`src/pkg/ptu_cfg.svh`:
```
// offsets, field positions, reset values and limits of the pwm timer unit
// assumes inclusion by bare name from the package and the design file
`ifndef PTU_CFG_SVH
`define PTU_CFG_SVH

// register spaces, selected by byte address bits 9:8
`define PTU_SPACE_CFG      2'h0
`define PTU_SPACE_IN       2'h1
`define PTU_SPACE_OUT      2'h2
// register indices inside a space, byte address is four times (space * 64 + index)
`define PTU_IDX_POL        6'h01
`define PTU_IDX_CR1        6'h09
`define PTU_IDX_CR2        6'h0a
`define PTU_IDX_CR3        6'h0b
`define PTU_IDX_EVT        6'h3e
`define PTU_IDX_IMASK      6'h3f
`define PTU_IDX_CNT_H      6'h15
`define PTU_IDX_CNT_L      6'h16
`define PTU_IDX_STAT       6'h17
`define PTU_IDX_CAP_H      6'h18
`define PTU_IDX_CAP_L      6'h19
`define PTU_IDX_CMP_H      6'h07
`define PTU_IDX_CMP_L      6'h08
`define PTU_IDX_REL_H      6'h09
`define PTU_IDX_REL_L      6'h0a
// control register one fields
`define PTU_CR1_MODE       7
`define PTU_CR1_STOP_IE    6
`define PTU_CR1_FALL_IE    5
`define PTU_CR1_RISE_IE    4
`define PTU_CR1_START_EDGE 3
`define PTU_CR1_RUN        2
`define PTU_CR1_CLEAR_EDGE 1
`define PTU_CR1_RELEASE    0
// control register two fields
`define PTU_CR2_WAVE       5
`define PTU_CR2_EXP_HI     4
`define PTU_EXP_MAX        5'h10
// control register three fields
`define PTU_CR3_U0_SYNC    7
`define PTU_CR3_U1_SYNC    5
`define PTU_CR3_CLK_SRC    4
`define PTU_CR3_START_HI   3
`define PTU_CR3_CLEAR_HI   1
// polarity register fields
`define PTU_POL_CLEAR      4
`define PTU_POL_START      3
// global mask register fields and event register fields
`define PTU_IMASK_U0       0
`define PTU_IMASK_U1       1
`define PTU_EVT_STOP       2
`define PTU_EVT_FALL       1
`define PTU_EVT_RISE       0
// source select codes
`define PTU_SRC_SOFT       2'h0
`define PTU_SRC_PIN        2'h1
`define PTU_SRC_BOTH       2'h2
// reset values and the full counter value
`define PTU_RST_BYTE       8'h00
`define PTU_RST_RELOAD     8'hff
`define PTU_CNT_FULL       16'hffff

`endif

```
`src/pkg/ptu_pkg.sv`:
```
// types shared by the pwm timer unit
// assumes the constants header is on the include path
package ptu_pkg;
   `include "ptu_cfg.svh"

   typedef enum logic [1:0] {
      PTU_CFG = 2'b00,
      PTU_IN  = 2'b01,
      PTU_OUT = 2'b10,
      PTU_NONE = 2'b11
   } ptu_space_type;

   typedef struct packed {
      logic count_clock;
      logic start;
      logic clear;
   } ptu_pins_type;

   typedef struct packed {
      logic stop;
      logic fall;
      logic rise;
   } ptu_events_type;
endpackage

```
`src/rtl/ptu_timer.sv`:
```
// pwm timer unit 0 with interrupt sources behind a classic wishbone slave
// assumes pins arrive asynchronous to clk_i and one wishbone master on clk_i
// What this block does
// irq on output rise, fall and stop
// separate enables at control one bits 6..4
// fall irq: timer midpoint, pwm high end
// compare 0 or ffff: irq each period end
// global unit mask gates irq to core
// control one bit 7: timer or pwm
// control one bit 3: start level or edge
// control one bit 2: software run control
// control one bit 1: clear level or edge
// control one bit 0: active-low software clear
// control two bit 5: pulse or square
// divide by two to the exponent, max 16
// control three sync masks bits 7, 5
// control three bit 4: clock source
// control three bits 3..2: start source
// control three bits 1..0: clear source
// polarity bit 4: clear pin polarity
// polarity bit 3: start pin polarity
// live count readable at 015h, 016h
// status: overflow, pin, set state, running
// capture bytes hold count at stop
// compare high pending until low write
// reload resets ff, same byte ordering
// pwm high then low at compare
// compare equals reload high, zero low
// compare deferred to phase end, reload immediate
// level start counts; edge toggles run
// one-cycle irq, sticky readable flags
// clear zeroes counter and overflow together
//
// Added by the designer: the Wishbone slave port.
`timescale 1ns/1ps

`include "ptu_cfg.svh"

module ptu_timer (
   input  wire logic                  clk_i,
   input  wire logic                  rst_i,
   input  wire logic                  cyc_i,
   input  wire logic                  stb_i,
   input  wire logic                  we_i,
   input  wire logic [11:0]           adr_i,
   input  wire logic [3:0]            sel_i,
   input  wire logic [31:0]           dat_i,
   output logic      [31:0]           dat_o,
   output logic                       ack_o,
   input  wire ptu_pkg::ptu_pins_type pins_i,
   output logic                       wave_output_o,
   output logic                       wave_output_oe_o,
   output logic                       irq_o
);
   import ptu_pkg::*;

   logic [7:0]     start_clear_polarity;
   logic [7:0]     unit_control_one;
   logic [7:0]     unit_control_two;
   logic [7:0]     unit_control_three;
   logic [7:0]     compare_high_byte;
   logic [7:0]     reload_high_byte;
   logic [1:0]     irq_mask;
   logic [15:0]    compare_buffer;
   logic [15:0]    compare_active;
   logic [15:0]    reload_value;
   logic [15:0]    count;
   logic [15:0]    capture;
   logic [15:0]    presc_count;
   logic           overflow_flag;
   logic           wave_output;
   logic           run_state;
   logic [2:0]     event_flags;
   ptu_pins_type   pin_meta;
   ptu_pins_type   pin_sync;
   ptu_pins_type   pin_prev;
   logic           start_prev;
   ptu_space_type  space;
   logic [5:0]     idx;
   logic           bus_req;
   logic           wr_en;
   logic           rd_en;
   logic [7:0]     next_rdata;
   logic [4:0]     exponent;
   logic [15:0]    presc_mask;
   logic           src_tick;
   logic           presc_tick;
   logic           pwm_mode;
   logic           clear_pin_act;
   logic           clear_hit;
   logic           cleared;
   logic           start_pin_act;
   logic           start_sig;
   logic           next_run;
   logic           counting;
   logic           phase_end;
   logic [15:0]    next_count;
   logic           next_wave;
   logic           edge_period;
   ptu_events_type evt;
   logic [2:0]     evt_vec;
   logic [2:0]     evt_en;
   logic [2:0]     flag_clr;

   // wishbone decode, byte address bits 9:8 pick the space
   assign space   = ptu_space_type'(adr_i[9:8]);
   assign idx     = adr_i[7:2];
   assign bus_req = cyc_i & stb_i & ~ack_o;
   assign wr_en   = cyc_i & stb_i & we_i & ack_o & sel_i[0];
   assign rd_en   = cyc_i & stb_i & ~we_i & ack_o;

   always_comb begin
      next_rdata = 8'h00;
      if (adr_i[11:10] != 2'b00) begin
         next_rdata = 8'h00;
      end else if (space == PTU_CFG && idx == `PTU_IDX_POL) begin
         next_rdata = {3'h0, start_clear_polarity[4:3], 3'h0};
      end else if (space == PTU_CFG && idx == `PTU_IDX_CR1) begin
         next_rdata = unit_control_one;
      end else if (space == PTU_CFG && idx == `PTU_IDX_CR2) begin
         next_rdata = {2'h0, unit_control_two[5:0]};
      end else if (space == PTU_CFG && idx == `PTU_IDX_CR3) begin
         next_rdata = {unit_control_three[7], 1'b0, unit_control_three[5:0]};
      end else if (space == PTU_CFG && idx == `PTU_IDX_EVT) begin
         next_rdata = {5'h0, event_flags};
      end else if (space == PTU_CFG && idx == `PTU_IDX_IMASK) begin
         next_rdata = {6'h0, irq_mask};
      end else if (space == PTU_IN && idx == `PTU_IDX_CNT_H) begin
         next_rdata = count[15:8];
      end else if (space == PTU_IN && idx == `PTU_IDX_CNT_L) begin
         next_rdata = count[7:0];
      end else if (space == PTU_IN && idx == `PTU_IDX_STAT) begin
         next_rdata = {4'h0, overflow_flag, wave_output, ~cleared, run_state};
      end else if (space == PTU_IN && idx == `PTU_IDX_CAP_H) begin
         next_rdata = capture[15:8];
      end else if (space == PTU_IN && idx == `PTU_IDX_CAP_L) begin
         next_rdata = capture[7:0];
      end else begin
         next_rdata = 8'h00;
      end
   end

   always_ff @(posedge clk_i) begin
      if (rst_i) begin
         ack_o <= 1'b0;
         dat_o <= 32'h0;
      end else begin
         ack_o <= bus_req;
         if (bus_req) begin
            dat_o <= {24'h0, next_rdata};
         end
      end
   end

   // configuration space registers
   always_ff @(posedge clk_i) begin
      if (rst_i) begin
         start_clear_polarity <= `PTU_RST_BYTE;
         unit_control_one     <= `PTU_RST_BYTE;
         unit_control_two     <= `PTU_RST_BYTE;
         unit_control_three   <= `PTU_RST_BYTE;
         irq_mask             <= 2'h0;
      end else if (wr_en && adr_i[11:10] == 2'b00 && space == PTU_CFG) begin
         if (idx == `PTU_IDX_POL) begin
            start_clear_polarity <= dat_i[7:0];
         end else if (idx == `PTU_IDX_CR1) begin
            unit_control_one <= dat_i[7:0];
         end else if (idx == `PTU_IDX_CR2) begin
            unit_control_two <= dat_i[7:0];
         end else if (idx == `PTU_IDX_CR3) begin
            unit_control_three <= dat_i[7:0];
         end else if (idx == `PTU_IDX_IMASK) begin
            irq_mask <= dat_i[1:0];
         end
      end
   end

   // output space: high bytes wait, low byte write moves the pair
   always_ff @(posedge clk_i) begin
      if (rst_i) begin
         compare_high_byte <= `PTU_RST_BYTE;
         compare_buffer    <= {2{`PTU_RST_BYTE}};
         reload_high_byte  <= `PTU_RST_RELOAD;
         reload_value      <= {2{`PTU_RST_RELOAD}};
      end else if (wr_en && adr_i[11:10] == 2'b00 && space == PTU_OUT) begin
         if (idx == `PTU_IDX_CMP_H) begin
            compare_high_byte <= dat_i[7:0];
         end else if (idx == `PTU_IDX_CMP_L) begin
            compare_buffer <= {compare_high_byte, dat_i[7:0]};
         end else if (idx == `PTU_IDX_REL_H) begin
            reload_high_byte <= dat_i[7:0];
         end else if (idx == `PTU_IDX_REL_L) begin
            reload_value <= {reload_high_byte, dat_i[7:0]};
         end
      end
   end

   // pin synchronisers
   always_ff @(posedge clk_i) begin
      if (rst_i) begin
         pin_meta <= '0;
         pin_sync <= '0;
         pin_prev <= '0;
      end else begin
         pin_meta <= pins_i;
         pin_sync <= pin_meta;
         pin_prev <= pin_sync;
      end
   end

   // prescaler, exponent clamped to the allowed maximum
   assign exponent   = (unit_control_two[`PTU_CR2_EXP_HI:0] > `PTU_EXP_MAX) ? `PTU_EXP_MAX
                       : unit_control_two[`PTU_CR2_EXP_HI:0];
   assign presc_mask = 16'((17'h1 << exponent) - 17'h1);
   assign src_tick   = unit_control_three[`PTU_CR3_CLK_SRC] ?
                       (pin_sync.count_clock & ~pin_prev.count_clock) : 1'b1;
   assign presc_tick = src_tick && ((presc_count & presc_mask) == presc_mask);

   always_ff @(posedge clk_i) begin
      if (rst_i || cleared) begin
         presc_count <= 16'h0;
      end else if (src_tick) begin
         presc_count <= presc_tick ? 16'h0 : 16'(presc_count + 16'h1);
      end
   end

   // clear and set
   assign pwm_mode      = unit_control_one[`PTU_CR1_MODE];
   assign clear_pin_act = unit_control_one[`PTU_CR1_CLEAR_EDGE] ?
                          (start_clear_polarity[`PTU_POL_CLEAR] ? (pin_prev.clear & ~pin_sync.clear)
                                                                : (~pin_prev.clear & pin_sync.clear))
                          : (pin_sync.clear == start_clear_polarity[`PTU_POL_CLEAR]);

   always_comb begin
      case (unit_control_three[`PTU_CR3_CLEAR_HI -: 2])
         `PTU_SRC_PIN:  clear_hit = clear_pin_act;
         `PTU_SRC_BOTH: clear_hit = clear_pin_act | ~unit_control_one[`PTU_CR1_RELEASE];
         default:       clear_hit = ~unit_control_one[`PTU_CR1_RELEASE];
      endcase
   end

   assign cleared = unit_control_three[`PTU_CR3_U0_SYNC] | clear_hit;

   // start and stop
   assign start_pin_act = pin_sync.start ^ start_clear_polarity[`PTU_POL_START];

   always_comb begin
      case (unit_control_three[`PTU_CR3_START_HI -: 2])
         `PTU_SRC_PIN:  start_sig = start_pin_act;
         `PTU_SRC_BOTH: start_sig = start_pin_act | unit_control_one[`PTU_CR1_RUN];
         default:       start_sig = unit_control_one[`PTU_CR1_RUN];
      endcase
   end

   always_comb begin
      next_run = run_state;
      if (cleared) begin
         next_run = 1'b0;
      end else if (pwm_mode) begin
         next_run = 1'b1;
      end else if (unit_control_one[`PTU_CR1_START_EDGE]) begin
         next_run = (start_sig & ~start_prev) ? ~run_state : run_state;
      end else begin
         next_run = start_sig;
      end
   end

   assign evt.stop = run_state & ~next_run & ~pwm_mode & ~cleared;

   always_ff @(posedge clk_i) begin
      if (rst_i) begin
         run_state  <= 1'b0;
         start_prev <= 1'b0;
         capture    <= 16'h0;
      end else begin
         run_state  <= next_run;
         start_prev <= start_sig;
         if (evt.stop) begin
            capture <= count;
         end
      end
   end

   // counter
   // pwm wraps one tick before reload, so a period spans reload ticks
   assign counting   = run_state & ~cleared;
   assign next_count = 16'(count + 16'h1);
   assign phase_end  = pwm_mode ? (next_count >= reload_value)
                       : (count >= compare_active || count >= reload_value);

   always_ff @(posedge clk_i) begin
      if (rst_i) begin
         count          <= 16'h0;
         overflow_flag  <= 1'b0;
         compare_active <= {2{`PTU_RST_BYTE}};
      end else if (cleared) begin
         count          <= 16'h0;
         overflow_flag  <= 1'b0;
         compare_active <= compare_buffer;
      end else if (!counting) begin
         compare_active <= compare_buffer;
      end else if (presc_tick) begin
         if (phase_end) begin
            count          <= 16'h0;
            overflow_flag  <= 1'b1;
            compare_active <= compare_buffer;
         end else begin
            count <= next_count;
         end
      end
   end

   // waveform
   always_comb begin
      next_wave = 1'b0;
      if (cleared) begin
         next_wave = 1'b0;
      end else if (pwm_mode) begin
         if (compare_active == 16'h0) begin
            next_wave = 1'b0;
         end else if (compare_active >= reload_value) begin
            next_wave = 1'b1;
         end else begin
            next_wave = count < compare_active;
         end
      end else if (unit_control_two[`PTU_CR2_WAVE]) begin
         next_wave = count < 16'((17'(compare_active) + 17'h1) >> 1);
      end else begin
         next_wave = overflow_flag && count == 16'h0 && counting;
      end
   end

   always_ff @(posedge clk_i) begin
      if (rst_i) begin
         wave_output <= 1'b0;
      end else begin
         wave_output <= next_wave;
      end
   end

   assign wave_output_o    = wave_output;
   assign wave_output_oe_o = ~cleared;

   // interrupt events
   assign edge_period = pwm_mode && (compare_active == 16'h0 || compare_active == `PTU_CNT_FULL);
   assign evt.rise    = edge_period ? (counting & presc_tick & phase_end)
                        : (next_wave & ~wave_output);
   assign evt.fall    = edge_period ? 1'b0 : (~next_wave & wave_output & ~cleared);
   assign evt_vec     = evt;
   assign evt_en      = {unit_control_one[`PTU_CR1_STOP_IE], unit_control_one[`PTU_CR1_FALL_IE] |
                         (edge_period & unit_control_one[`PTU_CR1_FALL_IE]),
                         unit_control_one[`PTU_CR1_RISE_IE] |
                         (edge_period & unit_control_one[`PTU_CR1_FALL_IE])};

   always_comb begin
      flag_clr = 3'h0;
      if (rd_en && adr_i[11:10] == 2'b00 && space == PTU_IN && idx == `PTU_IDX_STAT) begin
         flag_clr = 3'h7;
      end else if (wr_en && adr_i[11:10] == 2'b00 && space == PTU_CFG && idx == `PTU_IDX_EVT) begin
         flag_clr = dat_i[2:0];
      end
   end

   always_ff @(posedge clk_i) begin
      if (rst_i) begin
         event_flags <= 3'h0;
         irq_o       <= 1'b0;
      end else begin
         event_flags <= (event_flags & ~flag_clr) | (evt_vec & evt_en);
         irq_o       <= |(evt_vec & evt_en) & irq_mask[`PTU_IMASK_U0];
      end
   end
endmodule

```
`config.mk`:
```
export PLATFORM = sky130hd
export DESIGN_NAME = ptu_timer
export DESIGN_NICKNAME = d
export VERILOG_FILES = /design/src/pkg/ptu_pkg.sv /design/src/rtl/ptu_timer.sv
export VERILOG_INCLUDE_DIRS = /design/src /design/src/pkg
export SDC_FILE = /design/constraint.sdc
export NUM_CORES = 1
export LEC_CHECK = 0
export ABC_AREA = 1
export BUFFER_PORTS_ARGS = -buffer_cell sky130_fd_sc_hd__buf_2
export CORE_UTILIZATION = 40
export DETAILED_ROUTE_END_ITERATION = 6
export GPL_TIMING_DRIVEN = 0
export PLACE_DENSITY_LB_ADDON = 0.15
export SETUP_SLACK_MARGIN = 0.5
export SYNTH_ARGS = -nofsm -noshare
export SYNTH_HDL_FRONTEND = slang
export SYNTH_SLANG_ARGS = --single-unit
export TNS_END_PERCENT = 30
```
`constraint.sdc`:
```
create_clock -name clk_i -period 5.8 [get_ports clk_i]
set_input_delay 1.74 -clock clk_i [delete_from_list [all_inputs] [get_ports clk_i]]
set_output_delay 1.74 -clock clk_i [all_outputs]
set_load 0.02 [all_outputs]
```
Yosys cells after proc, flatten, opt, wreduce, memory -nomap -nowiden. Index checks and enable logic that the tools add are counted.

Latch bits: 0. Memories: 0. Flip-flop bits (word level): 166. Word-level logic and storage cells: 199. RAM bits: 0. Output and inout bits: 36. ROM bits: 0. Bits of input ports: 56.

Add/subtract/negate cells: 4. Multiply operators: 0. Reduce and logical (&&, ||, !) cells: 44. Order comparisons: 7. Bitwise logic cells: 52. Shift-type cells: 1. Equal/unequal tests: 24. Multiplexer cells: 38. Div/mod/pow operators: 0.

Operator list (count): $mux W16 (6); $mux W8 (12); $ge A16 B16 Y1 (4); $add A16 B1 Y16 const B (2); $logic_not A16 Y1 (2); $lt A16 B16 Y1 (2); $eq A6 B5 Y1 const B (5); $eq A6 B4 Y1 const B (4); $and A1 B1 Y1 (22); $logic_and A1 B1 Y1 (22); $not A1 Y1 (19); $add A16 B1 Y17 const B (1); $and A16 B16 Y16 (1); $eq A16 B16 Y1 (1); $eq A16 B16 Y1 const B (1); $shl A1 B5 Y16 const A (1); $sub A16 B1 Y16 const B (1); $mux W1 (15); $eq A6 B6 Y1 const B (2); $reduce_and A5 Y1 (2); $reduce_and A3 Y1 (3); $reduce_and A2 Y1 (4); $reduce_and A4 Y1 (2); $and A3 B3 Y3 (2); 21 further kinds (34).

Depth between registers and ports, before layout. Gate-level depths: netlist of the first run.

Depth in word-level cells: 20. Depth in mapped cells: 26. Depth with buffers taken out: 25.

Worst setup path before layout of the first run. No wires, ideal clock.

Kind: register to register. Start point: register count[3]. End point: register compare_active[0]. Path buffers: 1. Library setup time: 116 ps. Data required time: 5684 ps. Path slack: 2263 ps. Clock period less this slack: 3537 ps. Arrival: 3421 ps. Cell stages (with the launch flop): 26. Cells stage by stage: dfxtp_1 > inv_1 > nor3_1 > nand3_1 > nor3_2 > nand2_1 > nor3_1 > inv_1 > nor3_1 > xor2_1 > inv_1 > ha_1 > nand2_1 > inv_1 > nand3_1 > nor3_1 > nand3_1 > nand3_1 > nand2_1 > nand2_1 > nand2_1 > nand2_2 > inv_2 > buf_6 > nor2_1 > nor2_1.

Cells in the longest elaborated chain, start to end: 5. Elaborated cells between the ends (all ways): 8. Classes of those cells: 1 x add/sub; 3 x order compare; 1 x eq/ne; 1 x mux; 2 x reduce/logical.

Ends and longest elaborated chain: start: declaration (line ptu_timer.sv:67) `logic [15:0] count;`; start signal: assignment (line ptu_timer.sv:308) `count <= next_count;`; $add A16 B1 Y16 or $ge A16 B16 Y1 (tied branches) (line ptu_timer.sv:287, ptu_timer.sv:289); $ge A16 B16 Y1 or $logic_or A1 B1 Y1 (tied branches) (line ptu_timer.sv:288, ptu_timer.sv:289); $mux W1 * (line ptu_timer.sv:288) `assign phase_end = pwm_mode ? (next_count >= reload_value)`; $ne A3 B2 Y1 (no line) *; $reduce_and A2 Y1 (no line) *; end signal: assignment (line ptu_timer.sv:295) `` compare_active <= {2{`PTU_RST_BYTE}}; ``; end signal: assignment (line ptu_timer.sv:299) `compare_active <= compare_buffer;`; end signal: assignment (line ptu_timer.sv:301) `compare_active <= compare_buffer;`; end: declaration (line ptu_timer.sv:65) `logic [15:0] compare_active;`.

Mark *: on every way between the ends. The rest lies on a longest branch, timed or not. A chain may end at the register's enable or synchronous reset.

Worst setup path in the final report of the first run.
Start point: register count[3]. End point: register compare_active[3].

Same word-level chain as after synthesis.

==> results.md, run 1 <==
* Worst slew pin tran at between 0.9 and 1 ns
* CP Max Fanout at 10
* Post-synth top area share at 0.329
* Flops & latches, synth at 162
* Post-synthesis compound-gate area fraction at 0.183
* Initial antenna violation count at 0
* Synth Area in XOR/XNOR at 0.0320
* Clk network pwr share at 0.513
* Hold bufs inserted after CTS at 0
* Tot Pwr at 2.47 mW
* Post-synth top flop: dfxtp_1
* GRT Util Overall at 0.224
* # setup viols final at 0
* Largest family of logic cells by synthesized area: simple AND/OR/NAND/NOR gates
* Clock latency at the later pin of the worst-skew pair at ~0.44 ns
* Routed vias/inst at between 5 and 6
* Post-synthesis mux area share at 0
* Net Sw Power at about 590 uW
* Most instantiated library cell after synthesis: nand2_1
* Synth top cells by count: nand2_1, inv_1, dfxtp_1, nor2_1, a21oi_1
* Design area at 11,200 sq um
* Area after DPL at 10,500 sq um
* Io pins at 92
* PortBufs at 38
* Cells after Synth at 1,382
* Initial Util at 0.407
* Synth Cell Area at a little under 10,000 sq um
* GR Overflow Total at 0
* Met1 GRT Util at 0.296
* Asr flop ratio synth at 0
* First-pass GRT wire length at 44.8 mm
* Critical path buffer and inverter count at 6
* Flop pwr share at 0.451
* Die area at about 25,000 sq um
* Area share of fa/ha/maj cells after synthesis at 0.113
* Die height at around 160 um
* Tcrit/Tclk final at 0.756
* Gr busiest metal: met2
* Gate power share at 0.036
* Final wirelength at 28.0 mm
* Pwr/cell area at 220 nW/um^2
* Max IR drop VDD at about 130 uV
* Final core utilization at 0.462
* Post-Route Skew at approximately 0.018 ns
* Via Count at between 9,000 and 10,000
* Worst path arrival time at about 4.7 ns
* Layout area overhead at 13.6%
* Global routing usage on met2 at 0.380
* CTS Buffer Depth at 2
* Sw frac at 0.237
* TritonCTS clock tree: built
* Per-cell routed wire length at roughly 16 um
* Syn Area/Cell at 7.14 sq um
* Area contributors post-synth: dfxtp_1, ha_1, nand2_1
* Kind of cell adding the most delay to the critical path: simple AND/OR/NAND/NOR gates
* YS warnings at 0
* Final GP Congestion at 0.889
* PostCTS Resize Cnt at 0
* Iter 0 DRT Violations at approximately 590
* ANT nets after route at 0
* DP HPWL at roughly 22 mm
* Clock buffer count from CTS at 17
* Unique cell type count in the Yosys netlist at 50
* Worst-path clk slew at 0.07 ns
* CTS Sinks at 162
* Seq/Total Area, Yosys at 0.329
* Post-synthesis simple-gate area fraction at 0.235
* CP max stage cell: dfxtp_1
* Drc violations at 0
* Clock Root Buffer: clkbuf_16
* Max Fclk at 228 MHz
* Crit path time final at approximately 4.4 ns
* Worst slew margin at 0.335
* Routing usage on met3 at 0.0359
* Core ar. at between 20,000 and 25,000 sq um
* MaxCap Viol Count at 0
* Fin. Hold Viols at 0
* Worst path required time at between 6 and 7 ns
* Post-synth top area cell: dfxtp_1
* Largest stage delay, worst path at about 0.57 ns
* Share of layout cells above drive strength 1 at 0.100
* Vias in the first global route at ~8,400
* Critical path type: flip-flop to flip-flop
* Cell mode on critical path: nand2_1
* EDFF count, synth at 0
* Startpoint types: flip-flop
* Status: finished clean
* Pin count of the biggest net entering global routing at 18
* Post-CTS setup buffers at 0
* Drt pass-1 iters at 5
* Setup ws final at approximately 1.4 ns
* Crit end category: flip-flop
* FP Rows at 57
* Final slew viol count at 0
* Final nets at approximately 1,600
* Worst min-delay path category: flip-flop to flip-flop
* Width of the die at around 160 um
* Antenna Cells at 0
* RSZ-0062 raised after global routing: no
* Pre-CTS WS at roughly 1.4 ns
* Setup tns final at 0 ns
* LEAKAGE at approximately 5.2 nW
* Internal at about 1.9 mW
* H-tree levels at 4
layout by cell type, fill, tap and decap left out, types with 6 or more instances in the layout:
cell type | netlist | final
a21oi_2 | 9 | 9
clkbuf_1 | 28 | 28
nand4_1 | 21 | 21
clkbuf_16 | 0 | 17
buf_4 | 26 | 26
o211ai_1 | 29 | 29
o2111ai_1 | 6 | 6
inv_2 | 12 | 12
buf_2 | 4 | 42
nand2_1 | 226 | 226
inv_1 | 173 | 173
xor2_1 | 33 | 33
nor3_1 | 28 | 28
nor2_1 | 144 | 144
nand3_1 | 64 | 64
a211oi_1 | 9 | 9
conb_1 | 1 | 24
ha_1 | 89 | 89
o21ai_0 | 113 | 113
dfxtp_1 | 162 | 162
a21oi_1 | 139 | 139
worst min-delay path: cells and delay by family, from the launching register on:
kind / cells / cell delay [ns]
buffers and inverters: 1 / 0.04
DFF: 1 / 0.30
and+or+nand+nor: 1 / 0.03
state kept, by name, indices dropped and copies added, names as in the netlist, 2 cells and up:
signal and flops:
unit_control_one 8, compare_buffer 16, start_clear_polarity 2, capture 16
count 16, reload_high_byte 8, compare_active 16, reload_value 16
event_flags 3, dat_o 8, pin_sync 3, compare_high_byte 8
presc_count 16, pin_prev 2, pin_meta 3, irq_mask 2
unit_control_three 7, unit_control_two 6
power groups by stage:
| stage | logic, mW | clock network (mW) | registers (mW) |
|---|---|---|---|
| detailed placement | 0.0889 | 0 | 1.14 |
| finish | 0.0891 | 1.27 | 1.12 |
| CTS | 0.0892 | 1.28 | 1.12 |
| floorplan | 0.0574 | 0 | 1.14 |
| global route | 0.0981 | 1.33 | 1.12 |
| global placement | 0.0887 | 0 | 1.14 |
cell type report:
class | instances | area [sq um]
tap | 324 | 405
inverter | 189 | 709
sequential | 162 | 3240
clock buffer | 17 | 425
buffer | 62 | 358
clock inverter | 15 | 238
multi-input combinational | 992 | 5640
timing repair buffer | 38 | 190
fill | 2550 | 13000
per-stage QoR:
step,std cells,hold slack (ns)
3_3_place_gp,1767,0.389
6_report,1799,0.404
5_1_grt,1799,0.426
3_5_place_dp,1767,0.397
4_1_cts,1799,0.407
2_1_floorplan,1405,0.388
path summary, 6_finish.rpt:
path         slack, ns        start           endpoint  depth (start not counted)
min reg2reg       0.40  pin_meta[2]        pin_sync[2]                          2
max               1.41     count[3]  compare_active[3]                         25
min               0.40  pin_meta[2]        pin_sync[2]                          2
max reg2reg       1.41     count[3]  compare_active[3]                         25
layer usage:
metal	vias to the layer above	routed length, um
met5	-	0
met4	0	373
met3	28	1340
met2	176	13300
met1	4165	13000
li1	4723	-
logic make-up (layout without fill, tap and decap cells):
| group | Yosys count | in the layout |
|---|---|---|
| AO/OA/AOI/OAI | 322 | 322 |
| XOR/XNOR | 36 | 36 |
| adder cells (fa/ha/maj) | 89 | 89 |
| buffers and inverters | 251 | 321 |
| flip-flops | 162 | 162 |
| other | 1 | 24 |
| AND/OR/NAND/NOR | 521 | 521 |
Note: power is estimated with default switching activity, not from simulation.
==> run 2: changes to the inputs <==
Clock period 5.8 ns to 4.2 ns, I/O delays scaled along.
==> run 2 against run 1 <==
  * Cell count is 0.61% higher
  * Fmax grew 28%
  * Critical path depth fell by 1
  * Combinational power up 38%
  * Clock skew about the same
  * Flip-flop and latch count unchanged
  * Clock power increased by 38%
  * Die area unchanged
  * Setup slack worse by 0.65 ns
  * Critical endpoint is now count[13]
  * Largest power group unchanged
==> results.md, run 2 (synthesis results as in run 1) <==
* Drt pass-1 iters at 5 (unchanged)
* Io pins at 92 (unchanged)
* Layout area overhead at 16.7%
* Max IR drop VDD at 179 uV (+39%)
* Final slew viol count at 0 (unchanged)
* Initial Util at 0.407 (unchanged)
* Core ar. at 24,200 sq um (unchanged)
* Worst min-delay path category: flip-flop to flip-flop
* Commonest non-fill, non-tap cells in the layout: nand2_1, inv_1, dfxtp_1
* Share of layout cells above drive strength 1 at 0.135 (+0.0349)
* R2R Setup Slk at 0.77 ns (-0.65 ns)
* Most common cell after layout, fill and taps aside: nand2_1
* Width of the die at 159 um (unchanged)
* RSZ-0062 raised after global routing: no
* R2R cell count at 24 (-4.0%)
* Pin count of the biggest net entering global routing at 18 (unchanged)
* Fillers at 2,522 (-1.1%)
* CP Max Fanout at 10 (unchanged)
* GR Overflow Total at 0 (unchanged)
* Die area at 25,300 sq um (unchanged)
* # setup viols final at 0 (unchanged)
* Pwr/cell area at 296 nW/um^2 (+34%)
* Via Count at 9,216 (+1.4%)
* Tcrit/Tclk final at 0.818 (+0.0611)
* Tot Pwr at 3.41 mW (+38%)
* ANT nets after route at 0 (unchanged)
* Worst-path clk slew at 0.07 ns (about the same)
* TritonCTS clock tree: built
* Post-Route Skew at 0.0180 ns (-0.000146 ns)
* Final nets at 1,618 (+0.68%)
* Per-cell routed wire length at 15.6 um (+0.33%)
* Worst path arrival time at 3.79 ns (-0.92 ns)
* Worst hold margin at 0.404 ns (-0.0000110 ns)
* PortBufs at 38 (unchanged)
* Fin. Hold Viols at 0 (unchanged)
* DP HPWL at 22.0 mm (unchanged)
* Status: finished clean
* H-tree levels at 4 (unchanged)
* Antenna Cells at 0 (unchanged)
* Final GP Congestion at 0.889 (unchanged)
* Max Fclk at 291 MHz (+28%)
* Sink of the worst hold path: pin_sync[2]
* Area after DPL at 10,500 sq um (unchanged)
* GRT Util Overall at 0.225 (+0.00102)
* Crit Reg-Reg Startpoint: count[4]
* FP Rows at 57 (unchanged)
* LEAKAGE at 5.40 nW (+3.3%)
* Crit Reg-Reg Endpoint: count[13]
* Worst path required time at 4.56 ns (-1.56 ns)
* Die height at 159 um (unchanged)
* First-pass GRT wire length at 45.0 mm (+0.55%)
* Routed vias/inst at 5.09 (+0.75%)
* Final wirelength at 28.3 mm (+0.94%)
* Crit end category: flip-flop
* Startpoint types: flip-flop
* CTS Buffer Depth at 2 (unchanged)
* Clock buffer count from CTS at 17 (unchanged)
* Worst slew pin tran at 0.998 ns (+0.00770 ns)
* Critical path type: flip-flop to flip-flop
* Clock latency at the later pin of the worst-skew pair at 0.44 ns (about the same)
* CTS Sinks at 162 (unchanged)
* Hold Path Stages at 2 (unchanged)
* HP Start: pin_meta[2]
* Clock Root Buffer: clkbuf_16
* Crit path time final at 3.43 ns (-0.954 ns)
* MaxCap Viol Count at 0 (unchanged)
* Initial antenna violation count at 0 (unchanged)
* Worst slew margin at 0.330 (-0.00517)
* Design area at 11,500 sq um (+2.7%)
* Iter 0 DRT Violations at 573 (-2.2%)
* Drc violations at 0 (unchanged)
* Final core utilization at 0.475 (+0.0124)
* Vias in the first global route at 8,461 (+1.1%)
run 2: changes by cell type in the layout (fill, tap and decap cells not counted), moves of 5 or more:
cell     delta
dfxtp_1     -9
nand3_2     +5
nor2_1     -11
nor3_1      -7
nor2_2      +7
nand3_1     -6
buf_4      +10
dfxtp_4     +5
nor3_4      +5
run 2: repair_timing:
action | in CTS | in global routing
setup buffers | 7 | 4
gates cloned | 0 | 0
hold buffers | 0 | 0
setup endpoints to repair | 35 | 37
gates resized for setup | 22 | 42
pin swaps | 6 | 12
run 2: worst max path at each step:
stage                         from                 to  slack, ns  cells after the start
final                     count[4]          count[13]       0.77                     24
after global routing      count[8]  compare_active[4]       0.48                     23
after CTS                 count[0]  compare_active[0]       0.52                     25
after detailed placement  count[3]  compare_active[0]      -0.20                     25
after global placement    count[4]  compare_active[0]      -0.16                     25
after floorplan           count[3]  compare_active[0]       0.66                     25
run 2: layer usage:
layer | track usage | up-vias | part of all wire
met5 | 0 | - | 0
met4 | 0.0559 | 0 | 0.013
met3 | 0.0359 | 25 | 0.044
met2 | 0.383 | 180 | 0.48
met1 | 0.297 | 4269 | 0.46
li1 | - | 4742 | -
run 2: final cells by class:
| cell class | count | area (sq um) | share of cell area |
|---|---|---|---|
| Sequential cell | 162 | 3270 | 0.284 |
| Clock inverter | 15 | 238 | 0.0207 |
| Timing Repair Buffer | 49 | 273 | 0.0237 |
| Multi-Input combinational cell | 992 | 5830 | 0.506 |
| Inverter | 189 | 712 | 0.0619 |
| Tap cell | 324 | 405 | 0.0352 |
| Buffer | 62 | 362 | 0.0314 |
| Clock buffer | 17 | 425 | 0.0370 |
run 2: power breakdown:
group | total [mW] | internal [mW] | switching (mW)
combinational | 0.123 | 0.0380 | 0.0851
sequential | 1.54 | 1.54 | 0.00151
clock | 1.75 | 1.03 | 0.724
total | 3.41 | 2.60 | 0.811
run 2: per-stage QoR:
stage	TNS [ns]	cells	worst slack [ns]
floorplan	0	1405	0.663
detailed placement	-1.88	1767	-0.201
CTS	0	1806	0.516
finish	0	1810	0.766
global placement	-1.33	1767	-0.156
global route	0	1810	0.478
run 2: worst max-delay path, cell delays in order, from the launching register on:
cell     delay, ns
dfxtp_4       0.40
inv_2         0.11
nor3_4        0.20
nand3_2       0.13
nor3_4        0.16
nand2_1       0.10
nor3_2        0.15
buf_4         0.14
buf_4         0.09
nand3_1       0.05
o21ai_0       0.15
ha_1          0.32
nand2_1       0.08
inv_1         0.04
o21ai_0       0.13
nand2_1       0.09
a21oi_2       0.14
nand3_2       0.10
nand2_2       0.08
nand2_4       0.05
buf_4         0.15
nor2_8        0.15
buf_6         0.16
nand2_1       0.07
a21oi_2       0.12
==> run 3: changes to the inputs <==
Clock period 4.2 ns to 3.1 ns, I/O delays scaled along.
==> run 3 against run 2 <==
  * The flow now finishes with violations (negative setup slack)
  * Largest cell class unchanged
  * First-iteration DRC count is 5.2% lower
  * Fmax down 1.6%
  * Global-route usage increased by 1.0 points
  * Setup slack worse by 1.2 ns
  * Non-clock buffer count up 18
  * Cell area grew 4.1%
  * Die area stayed put
  * Routed wire length up 4.8%
  * Total power grew 29%
==> results.md, run 3 (synthesis results as in run 1) <==
* Status: finished, violations left
* Violated checks: negative setup slack
* GRT Util Overall at 0.235 (+0.0104)
* Crit Reg-Reg Startpoint: count[1]
* Max IR drop VDD at 262 uV (+46%)
* Final GP Congestion at 0.914 (+2.8%)
* Pin count of the biggest net entering global routing at 17 (-1)
* Wire length on met1 at 13.9 mm (+5.6%)
* Largest stage delay, worst path at 0.40 ns (about the same)
* FP Rows at 57 (unchanged)
* Final wirelength at 29.6 mm (+4.8%)
* Share of layout cells above drive strength 1 at 0.192 (+0.0569)
* Layout area overhead at 21.4%
* Met2 wire len at 13.8 mm (+2.1%)
* LEAKAGE at 5.54 nW (+2.6%)
* Worst path arrival time at 3.84 ns (+0.05 ns)
* Clock buffer count from CTS at 17 (unchanged)
* Io pins at 92 (unchanged)
* Antenna Cells at 0 (unchanged)
* Final core utilization at 0.494 (+0.0193)
* Startpoint types: flip-flop
* First-pass GRT wire length at 47.2 mm (+4.9%)
* R2R cell count at 24 (unchanged)
* HP Start: pin_meta[0]
* Crit path time final at 3.49 ns (+0.0555 ns)
* CP max stage cell: dfxtp_4
* Crit end category: flip-flop
* Top layer in use: met4
* Cell mode on critical path: nor2_1
* WL met3 at 1.21 mm (-3.7%)
* Die area at 25,300 sq um (unchanged)
* Worst slew margin at 0.503 (+0.174)
* Final slew viol count at 0 (unchanged)
* H-tree levels at 4 (unchanged)
* CP Max Fanout at 6 (-4)
* Drt pass-1 iters at 7 (+2)
* Fin. Hold Viols at 0 (unchanged)
* Critical path type: flip-flop to flip-flop
* ANT nets after route at 0 (unchanged)
* Initial antenna violation count at 0 (unchanged)
* Critical path buffer and inverter count at 6 (unchanged)
* Most common cell after layout, fill and taps aside: nand2_1
* Core ar. at 24,200 sq um (unchanged)
* MaxCap Viol Count at 0 (unchanged)
* Setup ws final at -0.389 ns (-1.16 ns)
* Initial Util at 0.407 (unchanged)
* Via Count at 9,447 (+2.5%)
* CTS Sinks at 162 (unchanged)
* # setup viols final at 35 (+35)
* Worst path required time at 3.45 ns (-1.11 ns)
* Placed insts at 1,767 (unchanged)
* Tcrit/Tclk final at 1.13 (+0.308)
* CTS Buffer Depth at 2 (unchanged)
* R2R Setup Slk at -0.39 ns (-1.16 ns)
* Final Non-Filler Cells at 1,828 (+0.99%)
* Worst-path clk slew at 0.07 ns (about the same)
* Design area at 12,000 sq um (+4.1%)
* Clock Root Buffer: clkbuf_16
* Area after DPL at 10,600 sq um (+0.42%)
* Worst hold margin at 0.402 ns (-0.00179 ns)
* Drc violations at 0 (unchanged)
* Routed vias/inst at 5.17 (+1.5%)
* Kind of cell adding the most delay to the critical path: simple AND/OR/NAND/NOR gates
* Die height at 159 um (unchanged)
* Max Fclk at 287 MHz (-1.6%)
* Tot Pwr at 4.41 mW (+29%)
* Commonest non-fill, non-tap cells in the layout: nand2_1, inv_1, dfxtp_1
* Width of the die at 159 um (unchanged)
* DP HPWL at 22.4 mm (+1.9%)
* Vias in the first global route at 8,774 (+3.7%)
* Crit Reg-Reg Endpoint: count[8]
* Worst slew pin tran at 0.745 ns (-0.253 ns)
* TritonCTS clock tree: built
* Sink of the worst hold path: pin_sync[0]
* Clock latency at the later pin of the worst-skew pair at 0.43 ns (about the same)
* Final nets at 1,636 (+1.1%)
* Post-Route Skew at 0.00962 ns (-0.00838 ns)
* Worst-path cell chain: ha_4 > nand3_4 > nor2_1 > nand2_1 > nor2_1 > nand4_1 > nor2_1 > nand2_1 > buf_4 > xor2_1 > inv_1 > ha_2 > nand3_4 > inv_2 > a21oi_2 > nand3_2 > nand2_2 > nand2_4 > buf_6 > buf_12 > nor2_8 > buf_6 > nand2_2 > a21oi_2
* RSZ-0062 raised after global routing: yes
* PortBufs at 38 (unchanged)
* Iter 0 DRT Violations at 543 (-5.2%)
* GR Overflow Total at 0 (unchanged)
* Per-cell routed wire length at 16.2 um (+3.7%)
* Pwr/cell area at 368 nW/um^2 (+24%)
* Hold Path Stages at 2 (unchanged)
* Worst min-delay path category: flip-flop to flip-flop
[run 3: changes by cell type in the layout (fill, tap and decap cells not counted), moves of 6 or more]
cell / previous run / this run
nand2_1: 222 / 208
nand2_2: 5 / 18
nor2_4: 7 / 20
nor2_1: 133 / 121
buf_6: 4 / 13
clkbuf_1: 28 / 19
clkbuf_2: 0 / 9
o21ai_0: 111 / 102
a21oi_1: 138 / 131
a21oi_2: 10 / 17
inv_2: 14 / 20
[run 3: through the flow]
stage | setup TNS, ns | worst slack, ns
2_1_floorplan | -0.508 | -0.0508
3_3_place_gp | -35.67 | -0.778
3_5_place_dp | -34.81 | -0.819
4_1_cts | -13.51 | -0.418
5_1_grt | -17.73 | -0.567
6_report | -10.36 | -0.389
[run 3: power breakdown]
part,internal (mW),switching [mW]
sequential,2.08,0.00196
clock,1.18,0.980
combinational,0.0524,0.121
[run 3: worst max path at each step]
stage | startpoint | endpoint | slack (ns) | depth (start not counted)
CTS | count[0] | count[13] | -0.42 | 25
global placement | count[1] | compare_active[0] | -0.78 | 25
finish | count[1] | count[8] | -0.39 | 24
floorplan | count[3] | compare_active[0] | -0.05 | 25
detailed placement | count[4] | compare_active[7] | -0.82 | 25
global route | count[1] | count[8] | -0.57 | 26
[run 3: layout make-up]
type | instances | area, sq um
clock buffer | 19 | 453
timing repair buffer | 67 | 485
inverter | 189 | 717
multi-input combinational | 992 | 6120
clock inverter | 13 | 141
sequential | 162 | 3280
buffer | 62 | 377
tap | 324 | 405
fill | 2411 | 12300
[run 3: routing by layer]
| metal | global-route usage | vias up |
|---|---|---|
| li1 | - | 4795 |
| met5 | 0 | - |
| met1 | 0.312 | 4377 |
| met2 | 0.394 | 233 |
| met4 | 0.0695 | 0 |
| met3 | 0.0359 | 42 |
[run 3: repair_timing]
| action | in CTS | in global routing |
|---|---|---|
| endpoints found under the hold margin | 0 | 0 |
| buffers inserted | 20 | 7 |
| hold buffers | 0 | 0 |
| endpoints found under the setup margin | 119 | 109 |
| pin swaps | 24 | 30 |
| cloned | 2 | 0 |
| resized for setup | 90 | 79 |
[run 3: worst register-to-register path: stages (launching register included)]
cell	delay, ns
dfxtp_4	0.40
ha_4	0.17
nand3_4	0.08
nor2_1	0.13
nand2_1	0.08
nor2_1	0.15
nand4_1	0.14
nor2_1	0.13
nand2_1	0.10
buf_4	0.17
xor2_1	0.13
inv_1	0.12
ha_2	0.30
nand3_4	0.11
inv_2	0.04
a21oi_2	0.13
nand3_2	0.11
nand2_2	0.10
nand2_4	0.07
buf_6	0.12
buf_12	0.11
nor2_8	0.18
buf_6	0.16
nand2_2	0.05
a21oi_2	0.12
